**src/rtl/ctrt_defs.vh**
```
`ifndef CTRT_DEFS_VH
`define CTRT_DEFS_VH

// ============================================================
// Register byte offsets
`define CTRT_OFS_AUX_CTRL 8'h00
`define CTRT_OFS_DIV_UPPER 8'h04
`define CTRT_OFS_DIV_LOWER 8'h08
`define CTRT_OFS_CNT_UPPER 8'h0c
`define CTRT_OFS_CNT_LOWER 8'h10
`define CTRT_OFS_START 8'h14
`define CTRT_OFS_STOP 8'h18
`define CTRT_OFS_IRQ_STATUS 8'h1c
`define CTRT_OFS_IRQ_MASK 8'h20
`define CTRT_OFS_CMD_A 8'h24
`define CTRT_OFS_CMD_B 8'h28
`define CTRT_OFS_CSEL_A 8'h2c
`define CTRT_OFS_CSEL_B 8'h30

// ============================================================
// Field positions
`define CTRT_ACR_MODE_BIT 6
`define CTRT_ACR_SRC_HI 5
`define CTRT_ACR_SRC_LO 4
`define CTRT_RDY_BIT 3

// ============================================================
// Codes
`define CTRT_CMD_TO_ON 4'ha
`define CTRT_CMD_TO_OFF 4'hc
`define CTRT_CSEL_CT 4'hd
`define CTRT_SRC_EXT 2'h0
`define CTRT_SRC_EXT16 2'h1
`define CTRT_SRC_SYS16 2'h2
`define CTRT_SRC_SYS 2'h3

// ============================================================
// Reset values and counting constants
`define CTRT_RST_BYTE 8'h00
`define CTRT_RST_COUNT 16'h0000
`define CTRT_RST_RDATA 32'h0000_0000
`define CTRT_COUNT_ONE 16'h0001
`define CTRT_PRE_LAST 4'hf

`endif

```
**src/rtl/ctrt_placeholder_unused.v**
```verilog
`timescale 1ns/10ps
`default_nettype none
`default_nettype wire

```
**src/rtl/ctrt_sync2.v**
```verilog
`timescale 1ns/10ps
`default_nettype none

// ============================================================
// Two-stage synchroniser for one asynchronous level
module ctrt_sync2 (
	input wire clk_sys,
	input wire srst,
	input wire din,
	output reg dout_q
);

reg meta_q;

always @(posedge clk_sys) begin
	if (srst) begin
		meta_q <= 1'b0;
		dout_q <= 1'b0;
	end else begin
		meta_q <= din;
		dout_q <= meta_q;
	end
end

endmodule // ctrt_sync2

`default_nettype wire

```
**src/rtl/ctrt_tick_gen.v**
```verilog
`timescale 1ns/10ps
`default_nettype none
`include "ctrt_defs.vh"

// ============================================================
// Counter clock selection: one-cycle tick per active edge, or per 16 edges for the /16 sources
module ctrt_tick_gen (
	input wire clk_sys,
	input wire srst,
	input wire ext_sync,
	input wire [1:0] src_sel,
	output reg tick_q
);

reg ext_prev_q;
reg [3:0] pre_q;
reg [3:0] pre_d;
reg base_ev;
reg tick_d;
wire ext_rise;

assign ext_rise = ext_sync & ~ext_prev_q;

always @* begin
	pre_d = pre_q;
	tick_d = 1'b0;
	case (src_sel)
		`CTRT_SRC_EXT: base_ev = ext_rise;
		`CTRT_SRC_EXT16: base_ev = ext_rise;
		`CTRT_SRC_SYS16: base_ev = 1'b1;
		default: base_ev = 1'b1;
	endcase
	if (base_ev) begin
		pre_d = pre_q + 4'h1;
		if (src_sel == `CTRT_SRC_EXT || src_sel == `CTRT_SRC_SYS) begin
			tick_d = 1'b1;
		end else begin
			tick_d = (pre_q == `CTRT_PRE_LAST);
		end
	end
end

always @(posedge clk_sys) begin
	if (srst) begin
		ext_prev_q <= 1'b0;
		pre_q <= 4'h0;
		tick_q <= 1'b0;
	end else begin
		ext_prev_q <= ext_sync;
		pre_q <= pre_d;
		tick_q <= tick_d;
	end
end

endmodule // ctrt_tick_gen

`default_nettype wire

```
**src/rtl/ctrt_counter_timer.v**
```verilog
// Overview of operation
// - Start read copies both divisor registers into count; start/stop are reads, data ignored.
// - Clock source and counter/timer choice come from aux control bits 6 to 4.
// - Timer mode toggles output every divisor ticks: symmetrical square wave.
// - Timer sets ready on each falling output edge, even after stop; stop clears it.
// - Channel directions clocked from the counter/timer run in 16x mode.
// - Counter mode counts loaded value to zero, then sets ready and drops output.
// - After zero the counter wraps to all ones and runs on silently.
// - Count reads in counter mode return the live count.
// - Each receive load of a channel in timeout mode: stop after one tick, reload, restart on the next tick.
// - Timeout expiry sets ready; with mask bit 3 set it raises the interrupt.
// - A character after expiry restarts the count, clearing ready and interrupt.
// - Command code A turns channel timeout mode on, code C turns it off.
// - Timeout-on also clears ready and holds the counter until the next character.
// - In timeout mode start/stop are ignored; counter mode driven by receive loads.
// - With both channels on, restart is the OR of both receive loads.
// - Six operations: start, stop, read lower and upper count, write lower and upper divisor.
// - Status reads zero when no interrupt condition is active.
//
// Design decisions made here: the register addresses and register access over Avalon-MM.
`timescale 1ns/10ps
`default_nettype none
`include "ctrt_defs.vh"

module ctrt_counter_timer (
	input wire clk_sys,
	input wire srst,
	input wire [7:0] avs_address,
	input wire avs_read,
	input wire avs_write,
	input wire [31:0] avs_writedata,
	input wire [3:0] avs_byteenable,
	output reg [31:0] avs_readdata,
	output reg avs_waitrequest,
	input wire ct_ext_clk,
	input wire rx_load_a,
	input wire rx_load_b,
	output reg ct_out,
	output reg ct_irq,
	output reg rx_a_ct16x,
	output reg tx_a_ct16x,
	output reg rx_b_ct16x,
	output reg tx_b_ct16x
);

// ============================================================
// Helpers
function is_ct_sel;
	input [3:0] nib;
	begin
		is_ct_sel = (nib == `CTRT_CSEL_CT);
	end
endfunction

function hit;
	input [7:0] addr;
	input [7:0] ofs;
	begin
		hit = (addr == ofs);
	end
endfunction

// ============================================================
// State
reg [7:0] aux_ctrl_q;
reg [7:0] div_upper_q;
reg [7:0] div_lower_q;
reg [7:0] irq_mask_q;
reg [7:0] csel_a_q;
reg [7:0] csel_b_q;
reg [15:0] count_q;
reg run_q;
reg rdy_q;
reg pend_q;
reg restart_q;
reg to_a_q;
reg to_b_q;
reg [31:0] rd_d;

wire ext_sync;
wire tick;
wire acc_rd;
wire acc_wr;
wire wr_lo;
wire [7:0] wdat;
wire [15:0] divisor;
wire to_active;
wire timer_eff;
wire start_cmd;
wire stop_cmd;
wire cmd_a_wr;
wire cmd_b_wr;
wire to_on_a;
wire to_off_a;
wire to_on_b;
wire to_off_b;
wire to_on_any;
wire rx_ev;
wire cnt_tick;
wire expire;
wire tmr_tick;
wire half_done;
wire fall;

// ============================================================
// Counter clock path
ctrt_sync2 u_sync (
	.clk_sys(clk_sys),
	.srst(srst),
	.din(ct_ext_clk),
	.dout_q(ext_sync)
);

ctrt_tick_gen u_tick (
	.clk_sys(clk_sys),
	.srst(srst),
	.ext_sync(ext_sync),
	.src_sel(aux_ctrl_q[`CTRT_ACR_SRC_HI:`CTRT_ACR_SRC_LO]),
	.tick_q(tick)
);

// ============================================================
// Bus decode: one wait state per access
assign acc_rd = avs_read & avs_waitrequest;
assign acc_wr = avs_write & avs_waitrequest & ~avs_read;
assign wr_lo = acc_wr & avs_byteenable[0];
assign wdat = avs_writedata[7:0];
assign divisor = {div_upper_q, div_lower_q};

assign to_active = to_a_q | to_b_q;
assign timer_eff = aux_ctrl_q[`CTRT_ACR_MODE_BIT] & ~to_active;

// Start and stop are read strobes; ignored while timeout mode runs
assign start_cmd = acc_rd & hit(avs_address, `CTRT_OFS_START) & ~to_active;
assign stop_cmd = acc_rd & hit(avs_address, `CTRT_OFS_STOP) & ~to_active;

assign cmd_a_wr = wr_lo & hit(avs_address, `CTRT_OFS_CMD_A);
assign cmd_b_wr = wr_lo & hit(avs_address, `CTRT_OFS_CMD_B);
assign to_on_a = cmd_a_wr & (wdat[7:4] == `CTRT_CMD_TO_ON);
assign to_off_a = cmd_a_wr & (wdat[7:4] == `CTRT_CMD_TO_OFF);
assign to_on_b = cmd_b_wr & (wdat[7:4] == `CTRT_CMD_TO_ON);
assign to_off_b = cmd_b_wr & (wdat[7:4] == `CTRT_CMD_TO_OFF);
assign to_on_any = to_on_a | to_on_b;

// Receive loads of either enabled channel restart the count
assign rx_ev = (rx_load_a & to_a_q) | (rx_load_b & to_b_q);

// ============================================================
// Count events
assign cnt_tick = tick & run_q & ~timer_eff & ~pend_q & ~restart_q & ~to_on_any
	& ~start_cmd & ~stop_cmd;
assign expire = cnt_tick & (count_q == `CTRT_COUNT_ONE);
assign tmr_tick = tick & timer_eff & ~start_cmd & ~stop_cmd;
assign half_done = tmr_tick & (count_q <= `CTRT_COUNT_ONE);
assign fall = half_done & ct_out;

// ============================================================
// Registers written by software
always @(posedge clk_sys) begin
	if (srst) begin
		aux_ctrl_q <= `CTRT_RST_BYTE;
		div_upper_q <= `CTRT_RST_BYTE;
		div_lower_q <= `CTRT_RST_BYTE;
		irq_mask_q <= `CTRT_RST_BYTE;
		csel_a_q <= `CTRT_RST_BYTE;
		csel_b_q <= `CTRT_RST_BYTE;
	end else if (wr_lo) begin
		case (avs_address)
			`CTRT_OFS_AUX_CTRL: aux_ctrl_q <= wdat;
			`CTRT_OFS_DIV_UPPER: div_upper_q <= wdat;
			`CTRT_OFS_DIV_LOWER: div_lower_q <= wdat;
			`CTRT_OFS_IRQ_MASK: irq_mask_q <= wdat;
			`CTRT_OFS_CSEL_A: csel_a_q <= wdat;
			`CTRT_OFS_CSEL_B: csel_b_q <= wdat;
			default: aux_ctrl_q <= aux_ctrl_q;
		endcase
	end
end

// ============================================================
// Timeout mode enables per channel
always @(posedge clk_sys) begin
	if (srst) begin
		to_a_q <= 1'b0;
		to_b_q <= 1'b0;
	end else begin
		if (to_on_a) begin
			to_a_q <= 1'b1;
		end else if (to_off_a) begin
			to_a_q <= 1'b0;
		end
		if (to_on_b) begin
			to_b_q <= 1'b1;
		end else if (to_off_b) begin
			to_b_q <= 1'b0;
		end
	end
end

// ============================================================
// Counting register
always @(posedge clk_sys) begin
	if (srst) begin
		count_q <= `CTRT_RST_COUNT;
		run_q <= 1'b0;
		restart_q <= 1'b0;
	end else if (to_on_any) begin
		run_q <= 1'b0;
		restart_q <= 1'b0;
	end else if (to_active) begin
		if (tick) begin
			if (pend_q) begin
				count_q <= divisor;
				run_q <= 1'b0;
				restart_q <= 1'b1;
			end else if (restart_q) begin
				run_q <= 1'b1;
				restart_q <= 1'b0;
			end else if (run_q) begin
				count_q <= count_q - `CTRT_COUNT_ONE;
			end
		end
	end else if (start_cmd) begin
		count_q <= divisor;
		run_q <= 1'b1;
		restart_q <= 1'b0;
	end else if (stop_cmd) begin
		run_q <= timer_eff;
		restart_q <= 1'b0;
	end else begin
		restart_q <= 1'b0;
		if (tmr_tick) begin
			if (half_done) begin
				count_q <= divisor;
			end else begin
				count_q <= count_q - `CTRT_COUNT_ONE;
			end
		end else if (cnt_tick) begin
			count_q <= count_q - `CTRT_COUNT_ONE;
		end
	end
end

// ============================================================
// Pending receive load: an event beside its consumption is kept
always @(posedge clk_sys) begin
	if (srst) begin
		pend_q <= 1'b0;
	end else if (!to_active) begin
		pend_q <= 1'b0;
	end else if (rx_ev) begin
		pend_q <= 1'b1;
	end else if (tick || to_on_any) begin
		pend_q <= 1'b0;
	end
end

// ============================================================
// Ready flag and counter output
always @(posedge clk_sys) begin
	if (srst) begin
		rdy_q <= 1'b0;
	end else if (expire || fall) begin
		rdy_q <= 1'b1;
	end else if (stop_cmd || to_on_any) begin
		rdy_q <= 1'b0;
	end else if (to_active && tick && pend_q) begin
		rdy_q <= 1'b0;
	end
end

always @(posedge clk_sys) begin
	if (srst) begin
		ct_out <= 1'b1;
	end else if (start_cmd) begin
		ct_out <= 1'b1;
	end else if (stop_cmd && !timer_eff) begin
		ct_out <= 1'b1;
	end else if (half_done) begin
		ct_out <= ~ct_out;
	end else if (expire) begin
		ct_out <= 1'b0;
	end else if (to_active && tick && pend_q) begin
		ct_out <= 1'b1;
	end
end

// Interrupt follows the ready flag through the mask
always @(posedge clk_sys) begin
	if (srst) begin
		ct_irq <= 1'b0;
	end else begin
		ct_irq <= rdy_q & irq_mask_q[`CTRT_RDY_BIT];
	end
end

// ============================================================
// Counter/timer clocked channel directions
always @(posedge clk_sys) begin
	if (srst) begin
		rx_a_ct16x <= 1'b0;
		tx_a_ct16x <= 1'b0;
		rx_b_ct16x <= 1'b0;
		tx_b_ct16x <= 1'b0;
	end else begin
		rx_a_ct16x <= is_ct_sel(csel_a_q[7:4]);
		tx_a_ct16x <= is_ct_sel(csel_a_q[3:0]);
		rx_b_ct16x <= is_ct_sel(csel_b_q[7:4]);
		tx_b_ct16x <= is_ct_sel(csel_b_q[3:0]);
	end
end

// ============================================================
// Read data
always @* begin
	rd_d = `CTRT_RST_RDATA;
	case (avs_address)
		`CTRT_OFS_AUX_CTRL: rd_d[7:0] = aux_ctrl_q;
		`CTRT_OFS_DIV_UPPER: rd_d[7:0] = div_upper_q;
		`CTRT_OFS_DIV_LOWER: rd_d[7:0] = div_lower_q;
		`CTRT_OFS_CNT_UPPER: rd_d[7:0] = count_q[15:8];
		`CTRT_OFS_CNT_LOWER: rd_d[7:0] = count_q[7:0];
		`CTRT_OFS_IRQ_STATUS: rd_d[`CTRT_RDY_BIT] = rdy_q;
		`CTRT_OFS_IRQ_MASK: rd_d[7:0] = irq_mask_q;
		`CTRT_OFS_CSEL_A: rd_d[7:0] = csel_a_q;
		`CTRT_OFS_CSEL_B: rd_d[7:0] = csel_b_q;
		`CTRT_OFS_CMD_A: rd_d[7:0] = {7'h00, to_a_q};
		`CTRT_OFS_CMD_B: rd_d[7:0] = {7'h00, to_b_q};
		default: rd_d = `CTRT_RST_RDATA;
	endcase
end

always @(posedge clk_sys) begin
	if (srst) begin
		avs_readdata <= `CTRT_RST_RDATA;
		avs_waitrequest <= 1'b1;
	end else begin
		avs_waitrequest <= ~(acc_rd | acc_wr);
		if (acc_rd) begin
			avs_readdata <= rd_d;
		end
	end
end

endmodule // ctrt_counter_timer

`default_nettype wire

```
**config.mk**
```make
export PLATFORM = sky130hd
export DESIGN_NAME = ctrt_counter_timer
export DESIGN_NICKNAME = d
export VERILOG_FILES = /design/src/rtl/ctrt_placeholder_unused.v /design/src/rtl/ctrt_sync2.v /design/src/rtl/ctrt_tick_gen.v /design/src/rtl/ctrt_counter_timer.v
export VERILOG_INCLUDE_DIRS = /design/src /design/src/rtl
export SDC_FILE = /design/constraint.sdc
export NUM_CORES = 1
export LEC_CHECK = 0
export ABC_AREA = 1
export BUFFER_PORTS_ARGS = -buffer_cell sky130_fd_sc_hd__buf_2
export CAP_MARGIN = 10
export CORE_MARGIN = 2
export CORE_UTILIZATION = 40
export DETAILED_ROUTE_END_ITERATION = 8
export GPL_TIMING_DRIVEN = 0
export HOLD_SLACK_MARGIN = 0.02
export PLACE_DENSITY = 0.68
export SLEW_MARGIN = 20
export SYNTH_ARGS = -nofsm -noshare
export SYNTH_HDL_FRONTEND = slang
export SYNTH_SLANG_ARGS = --single-unit
```
**constraint.sdc**
```tcl
create_clock -name clk_sys -period 2.55 [get_ports clk_sys]
set_input_delay 0.1275 -clock clk_sys [delete_from_list [all_inputs] [get_ports clk_sys]]
set_output_delay 0.1275 -clock clk_sys [all_outputs]
set_load 0.03 [all_outputs]
```
==> results of run 1 <==
==> synth_stat cells (3+ instances only) <==
| cell | number |
|---|---|
| a211oi_1 | 3 |
| a21oi_1 | 55 |
| a22oi_1 | 6 |
| buf_2 | 3 |
| buf_4 | 26 |
| buf_6 | 3 |
| clkbuf_1 | 11 |
| dfxtp_1 | 93 |
| ha_1 | 5 |
| inv_1 | 106 |
| inv_2 | 3 |
| nand2_1 | 190 |
| nand2_4 | 3 |
| nand3_1 | 45 |
| nand4_1 | 4 |
| nor2_1 | 165 |
| nor2_2 | 11 |
| nor2_4 | 4 |
| nor3_1 | 6 |
| o21ai_0 | 70 |
| o21ai_1 | 3 |
| o22ai_1 | 15 |
| xor2_1 | 4 |
==> timing repair <==
item                                   CTS  global route
buffers inserted                         0             0
endpoints found under the hold margin    1             0
hold buffers                             1             0
==> state kept, by name, indices dropped and copies added (netlist names), 4 cells and up <==
signal,cells
aux_ctrl_q,8
avs_readdata,8
count_q,16
csel_a_q,8
csel_b_q,8
div_lower_q,8
div_upper_q,8
irq_mask_q,8
u_tick.pre_q,4
==> tightest hold or removal path, cell delays in order <==
cell and delay (ns):
buf_2 0.09, nand2_1 0.05, a31oi_1 0.07
==> layout make-up <==
type / count / area [sq um] / share of cell area [%]
multi-input cells: 625 / 2880 / 46.82
flip-flops and latches: 93 / 1862 / 30.26
inverters: 110 / 417.9 / 6.793
plain buffers: 45 / 292.8 / 4.759
clock buffers: 10 / 239.0 / 3.884
well taps: 176 / 220.2 / 3.579
repair buffers: 38 / 195.2 / 3.173
clock inverters: 6 / 45.04 / 0.7322
==> per-stage QoR <==
| stage | utilization (%) | hold slack [ns] | cell area [sq um] | worst slack [ns] |
|---|---|---|---|---|
| after floorplan | - | 0.2345 | 5453 | 0.7186 |
| after global placement | 44.41 | 0.3305 | 5858 | 0.3818 |
| after detailed placement | 44.41 | 0.3387 | 5858 | 0.3607 |
| after CTS | 46.64 | 0.02955 | 6152 | 0.3459 |
| after global routing | 46.64 | 0.05469 | 6152 | 0.1604 |
| final | 46.64 | 0.03437 | 6152 | 0.3527 |
==> power breakdown <==
group	total, mW	switching, mW	internal [mW]	leakage [nW]
Combinational	0.236	0.167	0.0695	1.99
Sequential	1.46	0.00545	1.46	0.750
Clock	1.30	0.606	0.695	0.143
==> worst max path at each step <==
| stage | from | slack, ns | end | depth (start not counted) |
|---|---|---|---|---|
| after global routing | count_q[0]$_SDFFE_PP0P_ | 0.16 | count_q[10]$_SDFFE_PP0P_ | 13 |
| after global placement | count_q[0]$_SDFFE_PP0P_ | 0.38 | count_q[10]$_SDFFE_PP0P_ | 13 |
| after detailed placement | count_q[0]$_SDFFE_PP0P_ | 0.36 | count_q[10]$_SDFFE_PP0P_ | 13 |
| after floorplan | avs_waitrequest$_SDFF_PP1_ | 0.72 | div_lower_q[0]$_SDFFE_PP0P_ | 8 |
| after CTS | count_q[0]$_SDFFE_PP0P_ | 0.35 | count_q[10]$_SDFFE_PP0P_ | 13 |
| final | count_q[0]$_SDFFE_PP0P_ | 0.35 | count_q[10]$_SDFFE_PP0P_ | 13 |
==> layer usage <==
| metal | global-route usage, % | up-vias |
|---|---|---|
| li1 | - | 2796 |
| met1 | 30.48 | 2379 |
| met2 | 35.64 | 220 |
| met3 | 3.517 | 23 |
| met4 | 5.882 | 0 |
| met5 | 0 | - |
==> kinds of logic after synthesis <==
group,after synthesis,synth area share (%)
flops,93,34.69
compound gates,158,16.16
fa+ha+maj,5,1.166
other cells,1,0.06988
simple gates,434,34.02
buf+inv,155,13.24
xor+xnor,4,0.6528
==> reports/metrics.yaml, run 1 <==
run_status:
  outcome: "finished clean"
setup_path:
  timing.rr.end: "count_q[10]$_SDFFE_PP0P_"
  worstSetupEndpointType: "flop"
  cp_max_fo: 10
  worstSetupPathType: "reg2reg"
  crit_family: "simple AND/OR/NAND/NOR gates"
  cp_num_buf_inv: 2
  critPathLaunchType: "flop"
  critical_path.reg2reg.startpoint: "count_q[0]$_SDFFE_PP0P_"
  path_cells: "inv_1, ha_1, nand2_1, nor2_2, nand2_1, nand2_1, a21oi_4, buf_6, nand2_1, nand2_1, nor2_1, nor2_1, nor2_1"
  crit_path_frequent_cell: "nand2_1"
  cp.required_ns: 2.79
  slowest_stage: "dfxtp_1"
  r2r_cells: 13
  cp_data_arrival_time_ns: 2.44
  regToRegSetupSlack_ns: 0.35
  max_stage_delay_ns: 0.36
grt:
  grt_pass1_wl_mm: 24.77
  grt_pass1_vias: 4790
  antenna_found_initial: 0
  grtUsageTotal_pct: 22.00
  overflow: 0
  grt_max_degree: 17
synthesis:
  ys_ff_latch: 93
  synth_cells: 850
  synth-edff-count: 0
  synth_area_leaders: "dfxtp_1 35%, nand2_1 13%, nor2_1 12%"
  yosysTopAreaCellShare_pct: 34.69
  yosys.area.top_type: "dfxtp_1"
  synthArstFlopShare_pct: 0
  ys_types: 37
  synthFlopType: "dfxtp_1"
  yosysSeqAreaShare_pct: 34.69
  syn_area_per_cell_sq_um: 6.313
  netlist_area_sq_um: 5366
  yosys_warnings: 0
power:
  cellPowerDensity_nw_per_um2: 487.9
  worst_ir_drop_vdd_uv: 440.4
  p_leak_nw: 2.883
  power_mw: 3.002
final_layout:
  nFillCells: 1392
  final_common_cell: "nand2_1"
  syn2layout_area_growth_pct: 14.64
  diodes: 0
  layout_common_cells: "190 x nand2_1, 165 x nor2_1, 106 x inv_1"
  nNetsFinal: 978
  drive_above_1_share_pct: 12.08
  instances_no_fill: 1103
clock_network:
  cts_made_buffers: 9
  ctsResizeCount: 0
  cts_sinks: 93
  worstSkewPairLatency_ns: 0.35
  root_buffer: "clkbuf_16"
  clkSlewWorstSetupHoldPaths_ns: 0.07
  cts_tree: "done"
  clockBufferDepth: 2
  h-tree-depth: 3
place:
  dpl.cell_count: 1086
  io_buffers: 37
  place.gp.congestion: 0.9057
  post-dp-hpwl_mm: 11.85
detailed_routing:
  firstDrtPassIters: 6
  ant_nets: 0
  viasPerCell: 4.912
  wl_met1_mm: 6.887
  top_layer_used: "met4"
  routed_wl_mm: 15.53
  drt-initial-drc-count: 647
  drc: 0
  wl_met3_mm: 1.307
  vias: 5418
  routed-wl-met2_mm: 7.030
  post_drt_wl_per_cell_microns: 14.08
timing:
  layout_min_cycle_time_ns: 2.197
  fin_crit_sh_pct: 86.17
  drv_slew: 0
  tns_ns: 0
  tightest_slew_ns: 0.5839
  fin_skew_ns: 0.01066
  fmaxAchievable_ghz: 0.4551
  finalHoldViolCount: 0
  relSlewSlack_pct: 60.93
  setup_viol: 0
  rsz0062_at_grt: "false"
worst_hold_path:
  hold_depth: 3
  min-delay-start: "rx_load_b"
  hold_class: "in2reg"
  min_to: "pend_q$_SDFFE_PP0P_"
floorplan:
  die_h_microns: 119.8
  num_rows: 42
  design.portCount: 90
  coreArea_sq_um: 13190
  start_util_pct: 40.68
  die_w_microns: 119.8
  die-area_sq_um: 14360
flow_run:
  drv_cap: 0
Note: power is estimated with default switching activity, not from simulation.
==> run 2, diff against run 1 <==
- SYNTH_HIERARCHICAL: unset -> 1
==> run 2 against run 1 <==
Against the previous run:
- critical endpoint is now count_q[12]$_SDFFE_PP0P_
- area after synthesis stayed put
- first-iteration DRC count is 15% lower
- combinational power hardly changed
- critical path depth is 1 higher
==> reports/metrics.yaml, run 2 <==
run_status:
  outcome: "finished clean"
final_layout:
  final_common_cell: "nand2_1"
  instances_no_fill: 1081
  layout_common_cells: "179 x nand2_1, 151 x nor2_1, 93 x dfxtp_1"
  largest_reg_flops: 16
  regMostFlops: "count_q"
  syn2layout_area_growth_pct: 15.20
  diodes: 0
  drive_above_1_share_pct: 14.81
  nNetsFinal: 956
place:
  io_buffers: 38
  place.gp.congestion: 0.9521
  dpl.cell_count: 1064
  post-dp-hpwl_mm: 11.96
setup_path:
  worstSetupPathType: "reg2reg"
  cp.required_ns: 2.79
  critPathLaunchType: "flop"
  cp_data_arrival_time_ns: 2.31
  worstSetupEndpointType: "flop"
  cp_max_fo: 10
detailed_routing:
  vias: 5372
  drt-initial-drc-count: 549
  ant_nets: 0
  viasPerCell: 4.969
  drc: 0
  routed_wl_mm: 15.74
  post_drt_wl_per_cell_microns: 14.56
  firstDrtPassIters: 8
clock_network:
  clkSlewWorstSetupHoldPaths_ns: 0.07
  cts_tree: "done"
  cts_made_buffers: 9
  root_buffer: "clkbuf_16"
  worstSkewPairLatency_ns: 0.35
  clockBufferDepth: 2
  hold_buffers: 1
  post_cts.repair.setup_buffers: 0
  h-tree-depth: 3
  cts_sinks: 93
  ctsResizeCount: 0
synthesis:
  yosysSeqAreaShare_pct: 34.69
  ys_types: 42
  yosysMostFrequentCell: "nand2_1"
  synthFlopType: "dfxtp_1"
  yosysTopAreaCellShare_pct: 34.69
  synth-edff-count: 0
  synth_cells: 827
  yosys.area.top_type: "dfxtp_1"
  synth_commonest_cells: "179 x nand2_1, 151 x nor2_1, 93 x dfxtp_1"
  yosys_warnings: 6
  syn_area_per_cell_sq_um: 6.489
  synthArstFlopShare_pct: 0
  netlist_area_sq_um: 5366
  ys_ff_latch: 93
  synth_area_leaders: "dfxtp_1 35%, nand2_1 13%, nor2_1 11%"
timing:
  fin_skew_ns: 0.007024
  relSlewSlack_pct: 57.16
  fin_crit_sh_pct: 81.32
  layout_min_cycle_time_ns: 2.074
  drv_slew: 0
  rsz0062_at_grt: "false"
  tightest_slew_ns: 0.6426
  fmaxAchievable_ghz: 0.4822
  finalHoldViolCount: 0
  tns_ns: 0
  setup_viol: 0
grt:
  grtUsageTotal_pct: 22.53
  overflow: 0
  grt_pass1_wl_mm: 25.37
  grt_max_degree: 17
  grt_pass1_vias: 4920
  antenna_found_initial: 0
floorplan:
  num_rows: 42
  die-area_sq_um: 14360
  start_util_pct: 40.68
  die_w_microns: 119.8
  coreArea_sq_um: 13190
  design.portCount: 90
  die_h_microns: 119.8
power:
  worst_ir_drop_vdd_uv: 403.4
  p_comb_share_pct: 7.7
  clockPowerShare_pct: 45.2
  swShare_pct: 25.02
  p_leak_nw: 2.754
  cellPowerDensity_nw_per_um2: 502.9
  p_int_mw: 2.331
  p_seq_share_pct: 47.1
  p_sw_mw: 0.7778
worst_hold_path:
  hold_class: "in2reg"
flow_run:
  drv_cap: 0
==> run 2: area by class of cell <==
cell class / instances / area, sq um
multi-input cells: 616 / 2940
repair buffers: 39 / 200.2
inverters: 99 / 376.6
flip-flops and latches: 93 / 1862
plain buffers: 42 / 274.0
fillers: 1363 / 7008
clock buffers: 11 / 242.7
clock inverters: 5 / 66.31
well taps: 176 / 220.2
==> run 2: path summary, 6_finish.rpt <==
| kind | startpoint | endpoint | depth (start not counted) | slack, ns |
|---|---|---|---|---|
| worst max-delay path | count_q[0]$_SDFFE_PP0P_ | count_q[12]$_SDFFE_PP0P_ | 14 | 0.48 |
| worst max register to register | count_q[0]$_SDFFE_PP0P_ | count_q[12]$_SDFFE_PP0P_ | 14 | 0.48 |
| worst min-delay path | srst | u_sync/meta_q$_SDFF_PP0_ | 2 | 0.04 |
| worst min register to register | u_sync/meta_q$_SDFF_PP0_ | u_sync/dout_q$_SDFF_PP0_ | 2 | 0.40 |
==> run 2: power groups by stage <==
stage	Clock [mW]	Sequential (mW)	Combinational, mW
floorplan	0	1.50	0.162
global placement	0	1.50	0.233
detailed placement	0	1.50	0.235
CTS	1.43	1.46	0.236
global route	1.49	1.46	0.261
finish	1.41	1.46	0.239
==> run 2: kinds of logic (layout without fill, tap and decap cells) <==
family / count (synthesis) / in the layout / synth area share (%)
compound gates: 143 / 143 / 14.64
other cells: 1 / 24 / 0.06988
xor+xnor: 8 / 8 / 1.306
buf+inv: 141 / 196 / 12.12
flops: 93 / 93 / 34.69
fa+ha+maj: 5 / 5 / 1.166
simple gates: 436 / 436 / 36.00
==> run 2: per-layer routing <==
layer	vias to the layer above	wire length (microns)	track usage, %
met5	-	0	0
met2	209	6952	34.79
li1	2740	-	-
met3	37	1258	3.945
met4	0	472	8.309
met1	2386	7058	31.48
==> run 2: through the flow <==
stage               cell area, sq um  utilization, %  power [mW]  worst slack [ns]  hold slack (ns)
floorplan                       5453               -       1.662            0.7628           0.1966
global placement                5863           44.45       1.730            0.5307           0.3323
detailed placement              5863           44.45       1.732            0.5259           0.3375
CTS                             6182           46.87       3.134            0.5089          0.03591
global route                    6182           46.87       3.214            0.3107          0.04160
finish                          6182           46.87       3.109            0.4762          0.04162
==> run 2: critical path, cell delays in order (launching register included) <==
cell and delay (ns):
dfxtp_1 0.34, inv_1 0.16, ha_1 0.22, nand2_2 0.12
nor2_4 0.20, nand2_1 0.07, nand2_1 0.12, nand2_2 0.10
nand2_4 0.12, buf_6 0.16, nand2_1 0.06, nand2_1 0.06
nor2_1 0.05, nor2_1 0.13, nor2_1 0.05
